$ cat src/rtl/cemask_pkg.sv
`default_nettype none
package cemask_pkg;

  // register offsets
  localparam logic [7:0] MASK_C_ADDR = 8'h2a;
  localparam logic [7:0] MASK_D_ADDR = 8'h2b;
  localparam logic [7:0] MASK_A_ADDR = 8'h2c;

  // reset values
  localparam logic [7:0] MASK_C_RST  = 8'h00;
  localparam logic [7:0] MASK_D_RST  = 8'h00;
  localparam logic [7:0] MASK_A_RST  = 8'h00;

  // writable bits; the rest read zero
  localparam logic [7:0] MASK_C_WMSK = 8'h7f;
  localparam logic [7:0] MASK_D_WMSK = 8'h1f;
  localparam logic [7:0] MASK_A_WMSK = 8'hff;

  // charger_event_mask_c field positions
  localparam int C_DATALINE  = 6;
  localparam int C_CONVDONE  = 5;
  localparam int C_MINSYS    = 4;
  localparam int C_FASTTMR   = 3;
  localparam int C_TRICKTMR  = 2;
  localparam int C_PRETMR    = 1;
  localparam int C_TOPTMR    = 0;
  // charger_event_mask_d field positions
  localparam int D_BOOSTLOW  = 4;
  localparam int D_COLD      = 3;
  localparam int D_COOL      = 2;
  localparam int D_WARM      = 1;
  localparam int D_HOT       = 0;
  // fault_event_mask_a field positions
  localparam int A_BATCURLOOP = 7;
  localparam int A_BUSOVERV   = 6;
  localparam int A_BATOVERV   = 5;
  localparam int A_BUSOVERC   = 4;
  localparam int A_BATOVERC   = 3;
  localparam int A_CONVOVERC  = 2;
  localparam int A_ADPBOVERV  = 1;
  localparam int A_ADPAOVERV  = 0;

  // number of event sources
  localparam int NUM_EVT     = 20;

  // register read/write request
  typedef struct packed {
    logic       wr;
    logic       rd;
    logic [7:0] addr;
    logic [7:0] wdata;
  } cemask_req_s;

endpackage : cemask_pkg
`default_nettype wire

$ cat src/rtl/cemask_edge.sv
`timescale 1ns/1ps
`default_nettype none
// two-flop synchroniser plus edge detector for one event line
module cemask_edge (
  input  wire logic ref_clk_in,
  input  wire logic sys_rst_in,
  input  wire logic level_in,
  input  wire logic both_in,
  output logic      pulse_out
);
  logic meta_r;
  logic sync_r;
  logic last_r;
  logic rise_w;
  logic fall_w;

  // first flop read only by the second
  always_ff @(posedge ref_clk_in or posedge sys_rst_in) begin
    if (sys_rst_in) begin
      meta_r <= 1'b0;
      sync_r <= 1'b0;
      last_r <= 1'b0;
    end else begin
      meta_r <= level_in;
      sync_r <= meta_r;
      last_r <= sync_r;
    end
  end

  assign rise_w    = sync_r & ~last_r;
  assign fall_w    = ~sync_r & last_r;
  // both edges when both_in is set: a loop entry or exit, or a thermistor crossing
  assign pulse_out = rise_w | (both_in & fall_w);

endmodule : cemask_edge
`default_nettype wire

$ cat src/rtl/cemask_top.sv
`timescale 1ns/1ps
`default_nettype none
// Behaviour
// dataline detection done pulses interrupt only when mask_c bit 6 is clear.
// conversion done pulses only in single-conversion mode and mask_c bit 5 clear.
// entering or leaving min-system loop pulses when mask_c bit 4 clear.
// fast, trickle, pre, top-off timer expiry gated by mask_c bits 3..0.
// all mask bits reset to zero.
// battery too low for boost interrupts unless mask_d bit 4 set.
// cold, cool, warm, hot crossings gated by mask_d bits 3..0.
// mask_d bits 7..5 and mask_c bit 7 read zero, ignore writes.
// entering or leaving battery-current loop interrupts unless mask_a bit 7.
// input-bus overvoltage entry pulses unless mask_a bit 6 set.
// battery overvoltage entry pulses unless mask_a bit 5 set.
// input-bus overcurrent interrupts only when mask_a bit 4 clear.
// battery overcurrent interrupts only when mask_a bit 3 clear.
// converter overcurrent interrupts only when mask_a bit 2 clear.
// adapter b and a overvoltage gated by mask_a bits 1 and 0.
// masks gate only the pulse; event flags update regardless.
module cemask_top (
  input  wire logic        ref_clk_in,
  input  wire logic        sys_rst_in,
  input  wire logic        reg_defaults_in,
  input  wire logic        watchdog_expired_in,
  input  wire logic        reg_wr_in,
  input  wire logic        reg_rd_in,
  input  wire logic [7:0]  reg_addr_in,
  input  wire logic [7:0]  reg_wdata_in,
  input  wire logic        single_conv_mode_in,
  input  wire logic [19:0] event_level_in,
  output logic [7:0]       reg_rdata_out,
  output logic             reg_rvalid_out,
  output logic [19:0]      event_flag_out,
  output logic             irq_pulse_out
);
  // event index map: c bits 6..0 -> 19..13, d bits 4..0 -> 12..8, a bits 7..0 -> 7..0
  logic [7:0]  mask_c_r;
  logic [7:0]  mask_c_nxt;
  logic [7:0]  mask_d_r;
  logic [7:0]  mask_d_nxt;
  logic [7:0]  mask_a_r;
  logic [7:0]  mask_a_nxt;
  logic [7:0]  rdata_nxt;
  logic [7:0]  rdata_r;
  logic        rvalid_r;
  logic [19:0] flag_r;
  logic        irq_r;
  logic [19:0] evt_pulse_w;
  logic [19:0] both_edge_w;
  logic [19:0] evt_mask_w;
  logic [19:0] evt_gate_w;
  logic        sel_c_w;
  logic        sel_d_w;
  logic        sel_a_w;
  logic        single_meta_r;
  logic        single_sync_r;
  // one named bit per mask field, so each gate reads by its event
  logic        dataline_detect_irq_block;
  logic        conv_done_irq_block;
  logic        min_system_loop_irq_block;
  logic        fast_charge_timer_irq_block;
  logic        trickle_timer_irq_block;
  logic        precharge_timer_irq_block;
  logic        topoff_timer_irq_block;
  logic        boost_low_battery_irq_block;
  logic        therm_cold_irq_block;
  logic        therm_cool_irq_block;
  logic        therm_warm_irq_block;
  logic        therm_hot_irq_block;
  logic        battery_current_loop_irq_block;
  logic        input_bus_overvolt_irq_block;
  logic        battery_overvolt_irq_block;
  logic        input_bus_overcurrent_irq_block;
  logic        battery_overcurrent_irq_block;
  logic        converter_overcurrent_irq_block;
  logic        adapter_b_overvolt_irq_block;
  logic        adapter_a_overvolt_irq_block;
  cemask_pkg::cemask_req_s req_w;

  // masked write keeps reserved bits at zero
  function automatic logic [7:0] wr_merge(input logic [7:0] old_v, input logic [7:0] new_v,
                                          input logic [7:0] wmsk);
    wr_merge = (new_v & wmsk) | (old_v & ~wmsk);
  endfunction : wr_merge

  assign req_w = '{wr: reg_wr_in, rd: reg_rd_in, addr: reg_addr_in, wdata: reg_wdata_in};

  // address decode
  assign sel_c_w = (req_w.addr == cemask_pkg::MASK_C_ADDR);
  assign sel_d_w = (req_w.addr == cemask_pkg::MASK_D_ADDR);
  assign sel_a_w = (req_w.addr == cemask_pkg::MASK_A_ADDR);

  // defaults reload clears all masks
  // reserved bits not writable
  assign mask_c_nxt = reg_defaults_in ? cemask_pkg::MASK_C_RST :
                      (req_w.wr && sel_c_w) ? wr_merge(mask_c_r, req_w.wdata, cemask_pkg::MASK_C_WMSK) :
                      mask_c_r;
  // watchdog also clears boost and thermistor masks
  assign mask_d_nxt = (reg_defaults_in || watchdog_expired_in) ? cemask_pkg::MASK_D_RST :
                      (req_w.wr && sel_d_w) ? wr_merge(mask_d_r, req_w.wdata, cemask_pkg::MASK_D_WMSK) :
                      mask_d_r;
  assign mask_a_nxt = reg_defaults_in ? cemask_pkg::MASK_A_RST :
                      (req_w.wr && sel_a_w) ? wr_merge(mask_a_r, req_w.wdata, cemask_pkg::MASK_A_WMSK) :
                      mask_a_r;

  // read mux; unmapped addresses return zero
  assign rdata_nxt = !req_w.rd ? rdata_r :
                     sel_c_w ? (mask_c_r & cemask_pkg::MASK_C_WMSK) :
                     sel_d_w ? (mask_d_r & cemask_pkg::MASK_D_WMSK) :
                     sel_a_w ? mask_a_r :
                     8'h00;

  // mask registers zero at power-up
  always_ff @(posedge ref_clk_in or posedge sys_rst_in) begin
    if (sys_rst_in) begin
      mask_c_r <= cemask_pkg::MASK_C_RST;
      mask_d_r <= cemask_pkg::MASK_D_RST;
      mask_a_r <= cemask_pkg::MASK_A_RST;
    end else begin
      mask_c_r <= mask_c_nxt;
      mask_d_r <= mask_d_nxt;
      mask_a_r <= mask_a_nxt;
    end
  end

  // read data registered, one cycle after the strobe
  always_ff @(posedge ref_clk_in or posedge sys_rst_in) begin
    if (sys_rst_in) begin
      rdata_r  <= 8'h00;
      rvalid_r <= 1'b0;
    end else begin
      rdata_r  <= rdata_nxt;
      rvalid_r <= req_w.rd;
    end
  end

  // mode level comes from the converter block, synchronised
  always_ff @(posedge ref_clk_in or posedge sys_rst_in) begin
    if (sys_rst_in) begin
      single_meta_r <= 1'b0;
      single_sync_r <= 1'b0;
    end else begin
      single_meta_r <= single_conv_mode_in;
      single_sync_r <= single_meta_r;
    end
  end

  // min-system loop pulses on both edges
  // battery-current loop pulses on both edges
  // thermistor crossings counted in both directions
  assign both_edge_w = 20'h20f80; // bits 17, 11..8 and 7

  // per-event synchroniser and edge detector
  for (genvar i = 0; i < cemask_pkg::NUM_EVT; i++) begin : g_evt
    cemask_edge u_edge (
      .ref_clk_in (ref_clk_in),
      .sys_rst_in (sys_rst_in),
      .level_in   (event_level_in[i]),
      .both_in    (both_edge_w[i]),
      .pulse_out  (evt_pulse_w[i])
    );
  end

  // dataline done mask
  assign dataline_detect_irq_block       = mask_c_r[cemask_pkg::C_DATALINE];
  // conversion done mask
  assign conv_done_irq_block             = mask_c_r[cemask_pkg::C_CONVDONE];
  // min-system loop mask
  assign min_system_loop_irq_block       = mask_c_r[cemask_pkg::C_MINSYS];
  // safety timer masks
  assign fast_charge_timer_irq_block     = mask_c_r[cemask_pkg::C_FASTTMR];
  assign trickle_timer_irq_block         = mask_c_r[cemask_pkg::C_TRICKTMR];
  assign precharge_timer_irq_block       = mask_c_r[cemask_pkg::C_PRETMR];
  assign topoff_timer_irq_block          = mask_c_r[cemask_pkg::C_TOPTMR];
  // boost low-battery mask
  assign boost_low_battery_irq_block     = mask_d_r[cemask_pkg::D_BOOSTLOW];
  // thermistor crossing masks
  assign therm_cold_irq_block            = mask_d_r[cemask_pkg::D_COLD];
  assign therm_cool_irq_block            = mask_d_r[cemask_pkg::D_COOL];
  assign therm_warm_irq_block            = mask_d_r[cemask_pkg::D_WARM];
  assign therm_hot_irq_block             = mask_d_r[cemask_pkg::D_HOT];
  // battery-current loop mask
  assign battery_current_loop_irq_block  = mask_a_r[cemask_pkg::A_BATCURLOOP];
  // input-bus overvoltage mask
  assign input_bus_overvolt_irq_block    = mask_a_r[cemask_pkg::A_BUSOVERV];
  // battery overvoltage mask
  assign battery_overvolt_irq_block      = mask_a_r[cemask_pkg::A_BATOVERV];
  // input-bus overcurrent mask
  assign input_bus_overcurrent_irq_block = mask_a_r[cemask_pkg::A_BUSOVERC];
  // battery overcurrent mask
  assign battery_overcurrent_irq_block   = mask_a_r[cemask_pkg::A_BATOVERC];
  // converter overcurrent mask
  assign converter_overcurrent_irq_block = mask_a_r[cemask_pkg::A_CONVOVERC];
  // adapter overvoltage masks
  assign adapter_b_overvolt_irq_block    = mask_a_r[cemask_pkg::A_ADPBOVERV];
  assign adapter_a_overvolt_irq_block    = mask_a_r[cemask_pkg::A_ADPAOVERV];

  // mask vector in event index order, 19 down to 0
  assign evt_mask_w = {dataline_detect_irq_block, conv_done_irq_block, min_system_loop_irq_block,
                       fast_charge_timer_irq_block, trickle_timer_irq_block, precharge_timer_irq_block,
                       topoff_timer_irq_block, boost_low_battery_irq_block, therm_cold_irq_block,
                       therm_cool_irq_block, therm_warm_irq_block, therm_hot_irq_block,
                       battery_current_loop_irq_block, input_bus_overvolt_irq_block, battery_overvolt_irq_block,
                       input_bus_overcurrent_irq_block, battery_overcurrent_irq_block,
                       converter_overcurrent_irq_block, adapter_b_overvolt_irq_block,
                       adapter_a_overvolt_irq_block};

  // conversion done only counts in single-conversion mode
  assign evt_gate_w = evt_pulse_w & ~evt_mask_w
                    & ~(20'h40000 & {20{~single_sync_r}});

  // flags set regardless of mask, set wins over read clear
  always_ff @(posedge ref_clk_in or posedge sys_rst_in) begin
    if (sys_rst_in) begin
      flag_r <= 20'h00000;
    end else begin
      flag_r <= evt_pulse_w | (flag_r & {20{~(req_w.rd && sel_a_w)}});
    end
  end

  // one-cycle interrupt pulse
  always_ff @(posedge ref_clk_in or posedge sys_rst_in) begin
    if (sys_rst_in) begin
      irq_r <= 1'b0;
    end else begin
      irq_r <= |evt_gate_w;
    end
  end

  assign reg_rdata_out  = rdata_r;
  assign reg_rvalid_out = rvalid_r;
  assign event_flag_out = flag_r;
  assign irq_pulse_out  = irq_r;

endmodule : cemask_top
`default_nettype wire

$ cat config.mk
export PLATFORM = sky130hd
export DESIGN_NAME = cemask_top
export DESIGN_NICKNAME = d
export VERILOG_FILES = /design/src/rtl/cemask_pkg.sv /design/src/rtl/cemask_edge.sv /design/src/rtl/cemask_top.sv
export SDC_FILE = /design/constraint.sdc
export NUM_CORES = 1
export LEC_CHECK = 0
export ABC_AREA = 0
export ABC_CLOCK_PERIOD_IN_PS = 3350
export BUFFER_PORTS_ARGS = -buffer_cell sky130_fd_sc_hd__buf_2
export CAP_MARGIN = 0
export CORE_MARGIN = 2
export CORE_UTILIZATION = 31
export CTS_CLUSTER_DIAMETER = 40
export DETAILED_ROUTE_END_ITERATION = 6
export GPL_TIMING_DRIVEN = 0
export REMOVE_ABC_BUFFERS = 1
export SYNTH_ARGS = -nofsm -noshare
export SYNTH_HDL_FRONTEND = slang
export SYNTH_SLANG_ARGS = --single-unit
$ cat constraint.sdc
create_clock -name ref_clk_in -period 3.35 [get_ports ref_clk_in]
set_input_delay 0.335 -clock ref_clk_in [delete_from_list [all_inputs] [get_ports ref_clk_in]]
set_output_delay 0.335 -clock ref_clk_in [all_outputs]
set_load 0.1 [all_outputs]
# Yosys cells after proc, flatten, opt, wreduce, memory -nomap -nowiden
# Cells that the tools add are included.
# word_totals
register_bits	116
latchBits	0
mem_bits_rw	0
mem_bits_ro	0
inputBits	43
output_inout_bits	30
elab_cells	158
n_memories	0
# classes
addsub	0
n_mul	0
div_mod_pow	0
n_lt_le_gt_ge	0
eq_ne	3
n_shift	0
muxes	9
n_bitwise	68
n_reduce_logical	9
# ops
cell	count
two-way mux 8 bit	9
bitwise AND 20 bit	3
NOT 1 bit	28
bitwise AND 1 bit	26
== test 8 x 6 -> 1 bit (second input constant)	3
NOT 19 -> 20 bit	1
NOT 20 bit	1
OR 20 bit	1
OR reduction 20 bit	1
OR 5 x 8 -> 8 bit	1
OR 7 x 8 -> 8 bit	1
OR 1 bit	6
nonzero test 2 bit	3
logical AND 1 bit	4
logical OR 1 bit	1

# Logic depth before layout (Yosys ltp)
# depth
depth_word	6
depth_mapped	6
ltp_nobuf	4

# Hierarchy
# A second synthesis with hierarchy kept.
# hier_totals
cells_unflattened	332
area_unflattened_um2	4127.7
# modules_own_cells
mod	instances	cells_per_inst	area_per_inst_um2	seq_area_each_um2
cemask_top	1	212	2275.9	1301.2
cemask_edge	20	6	92.6	75.1

# Least setup slack after synthesis
# OpenSTA, ideal clock, no wires.
# synth_timing
kind	input to register
startpoint	input reg_addr_in[7]
endpoint	register flag_r[14], in the netlist event_flag_out[14]
arrival_time_ps	1406
required_ps	3227
slack_ps	1821
path_stages	6
path_buffers	2
path_cell_list	nor4b_4 > and2_1 > buf_2 > nand3_1 > buf_2 > a22o_1
# synth_via
elab_chain_len	5
# synth_lines
element	line	text
start, declared	cemask_top.sv:27	input wire logic [7:0] reg_addr_in,
== test 8 x 6 -> 1 bit	cemask_top.sv:91	assign sel_a_w = (req_w.addr == cemask_pkg::MASK_A_ADDR);
logical AND 1 bit	cemask_top.sv:217	flag_r <= evt_pulse_w | (flag_r & {20{~(req_w.rd && sel_a_w)}});
NOT 1 bit	cemask_top.sv:217	
bitwise AND 20 bit	cemask_top.sv:217	
OR 20 bit	cemask_top.sv:217	
end signal, assigned	cemask_top.sv:217	
end, declared	cemask_top.sv:46	logic [19:0] flag_r;
# No other way between the ends.
# A chain may end at the register's enable or synchronous reset.

# Worst setup path in the final report
# layout_timing
startpoint	input reg_addr_in[7]
endpoint	register flag_r[1], in the netlist event_flag_out[1]
# Same word-level chain as after synthesis.

==> flow_metrics.py <==
metrics = {
    "run_status": {
        "status": "finished, final reports clean",
    },
    "detailed_routing": {
        "drc": 0,
        "avgViaCountPerCell": 4.45,
        "wirelength_um": 7950,
        "wire_per_inst_um": 15.2,
        "drtIter0Drc": 135,
        "postRouteAntennaNets": 0,
        "vias": 2327,
        "dr.pass1.iters": 4,
    },
    "global_routing": {
        "grt_pass1_wl_um": 12800,
        "gr-usage-met3": 0.0467,
        "grt_pass1_vias": 2450,
        "gr-usage-met2": 0.198,
        "grt_max_degree": 58,
        "use_met1": 0.166,
        "grt_use_total": 0.128,
        "grt-busiest-layer": "met2",
        "antenna_found_initial": 1,
        "overflow": 0,
    },
    "clock_network": {
        "cts_made_buffers": 9,
        "cts-hold-fix-buffers": 0,
        "htree_levels": 3,
        "clockBufferDepth": 2,
        "postCtsSetupBuffers": 0,
        "clock-sinks": 112,
        "cts_resized": 0,
        "clk_latency_ns": 0.34,
        "cts_tree": "done",
        "clockRootBuffer": "clkbuf_16",
        "clkTransAtPathRegs_ns": 0.07,
    },
    "setup_path": {
        "critPathRequiredTime_ns": 3.57,
        "r2r_cells": 4,
        "cp_max_fo": 20,
        "cpPeakStageDelay_ns": 0.72,
        "worstSetupPathType": "primary input to register",
        "cp_cell_sequence": "buf_2 > nor4b_4 > and2_1 > nand3_1 > a22o_1",
        "cp.arrival_ns": 2.37,
        "crit_slowest_cell": "nand3_1",
        "crit_path_end_kind": "register",
        "cp-start-kind": "primary input",
    },
    "placement": {
        "placed_cell_area_mm2": 0.00447,
        "hpwl_um": 5640,
        "io_buffers": 72,
        "placed_cells": 507,
        "gp_congestion": 0.777,
    },
    "logic_synthesis": {
        "postSynthCellCount": 272,
        "syn_avg_cell_area_um2": 14.3,
        "ys_ff_latch": 112,
        "synth_common_cells": "dfrtp_1, inv_1, mux2i_1, nor2_1, a22o_1",
        "synthFlopType": "dfrtp_1",
        "netlist_area_mm2": 0.00390,
        "yosys-top-cells-area": "dfrtp_1, mux2i_1, a22o_1",
        "synth-async-reset-ratio": 1.00,
        "synth.most_common_cell": "dfrtp_1",
        "synth_area_leader_cell": "dfrtp_1",
        "ys_types": 30,
        "ys.warnings.count": 0,
        "seq_area_frac_synth": 0.719,
        "netlist.area_leader.share": 0.719,
        "synth_edf_count": 0,
    },
    "floorplan": {
        "rows": 40,
        "die_h_um": 116,
        "die_width_um": 116,
        "initial_core_util": 0.321,
        "dieArea_mm2": 0.0135,
        "coreArea_mm2": 0.0122,
        "io_pins": 73,
    },
    "power": {
        "sw_frac_of_total": 0.218,
        "p_sw_uw": 567,
        "p_int_mw": 2.04,
        "irDropWorstVdd_uv": 290,
        "p_leak_nw": 2.33,
        "seqPwrFrac": 0.541,
        "combPwrFrac": 0.049,
        "pwr-share-clk": 0.410,
        "power_density_mw_per_mm2": 546,
    },
    "timing": {
        "final-max-slew-violation-count": 0,
        "rsz0062_at_grt": "false",
        "fin_crit_ns": 2.15,
        "fin_skew_ns": 0.00705,
        "slew-limit-headroom": 0.356,
        "hold_viol_final": 0,
        "tightest_slew_ns": 0.963,
        "tns_ns": 0,
        "finalSetupViolCount": 0,
        "fin_crit_sh": 0.643,
        "fmax_mhz": 464,
    },
    "final_layout": {
        "drive_above_1_share": 0.256,
        "final_nets": 393,
        "fin_area_mm2": 0.00477,
        "finalNonFillerCells": 523,
        "n_antenna_cell": 0,
        "syn2layout_area_growth_pct": 22.4,
    },
    "min_path": {
        "hp-class": "primary input to register",
        "hold_depth": 1,
    },
    "job": {
        "maxCapViolCount": 0,
    },
}
==> area by class of cell <==
cell class	instances	area, um^2
Inverter	23	88.8
Clock inverter	4	52.6
Tap cell	168	210
Sequential cell	112	2800
Fill cell	1136	7390
Clock buffer	12	246
Timing Repair Buffer	73	388
Multi-Input combinational cell	131	983
==> path summary, 6_finish.rpt <==
check                                                  from                                end  slack [ns]
setup / recovery                             reg_addr_in[7]        event_flag_out[1]$_DFF_PP0_        1.20
hold / removal                           event_level_in[10]  g_evt[10].u_edge.meta_r$_DFF_PP0_        0.09
setup reg to reg           g_evt[6].u_edge.sync_r$_DFF_PP0_            irq_pulse_out$_DFF_PP0_        1.51
hold reg to reg            g_evt[6].u_edge.meta_r$_DFF_PP0_   g_evt[6].u_edge.sync_r$_DFF_PP0_        0.34
max in group asynchronous                        sys_rst_in  g_evt[15].u_edge.meta_r$_DFF_PP0_        2.52
min in group asynchronous                        sys_rst_in   g_evt[8].u_edge.last_r$_DFF_PP0_        0.10
==> power by group through the flow <==
stage | Clock (mW) | Sequential (mW) | Combinational, mW
6_report | 1.07 | 1.41 | 0.128
5_1_grt | 1.17 | 1.42 | 0.143
4_1_cts | 1.10 | 1.41 | 0.132
3_5_place_dp | 0 | 1.44 | 0.132
3_3_place_gp | 0 | 1.44 | 0.125
2_1_floorplan | 0 | 1.45 | 0.0548
==> sequential cells by signal, indices dropped and copies added, names as in the netlist <==
register,flops
single_meta_r,1
mask_d_r,5
mask_a_r,8
g_evt.u_edge.sync_r,20
g_evt.u_edge.last_r,20
mask_c_r,7
reg_rdata_out,8
event_flag_out,20
irq_pulse_out,1
single_sync_r,1
g_evt.u_edge.meta_r,20
reg_rvalid_out,1
==> kinds of logic after synthesis <==
family | share of synthesized area
compound gates | 0.0812
xor+xnor | 0.0135
buf+inv | 0.0289
flops | 0.719
mux | 0.0513
simple gates | 0.106
==> per-layer routing <==
| layer | routed length [um] | up-vias | share of wire |
|---|---|---|---|
| li1 | - | 1093 | - |
| met1 | 3580 | 1168 | 0.45 |
| met2 | 3730 | 57 | 0.47 |
| met3 | 547 | 9 | 0.069 |
| met4 | 90 | 0 | 0.011 |
| met5 | 0 | - | 0 |
==> critical path: cells and delay by family <==
family / cells / cell delay, ns
and+or+nand+nor: 3 / 1.44
AOI/OAI and AO/OA: 1 / 0.47
buffers and inverters: 1 / 0.11
==> cell usage in the layout, fill, tap and decap left out, types with 5 or more instances in the layout <==
cell type  count
a21o_1         5
a22o_1        19
buf_2         72
clkbuf_16      9
dfrtp_1      112
inv_1         22
mux2i_1       20
nand2b_1      10
nor2_1        20
nor3b_1       14
o2111ai_1      5
o21ai_0        7
xor2_1         5
==> through the flow <==
stage               setup slack [ns]  power [mW]   util  hold slack [ns]
finish                          1.20        2.61  0.392           0.0898
global route                    1.03        2.73  0.392           0.0722
CTS                             1.11        2.64  0.392           0.0777
detailed placement             0.737        1.57  0.368            0.335
global placement               -1.12        1.56  0.365            0.331
floorplan                     0.0560        1.50      -            0.331
Power figures use the tool's default switching activity.
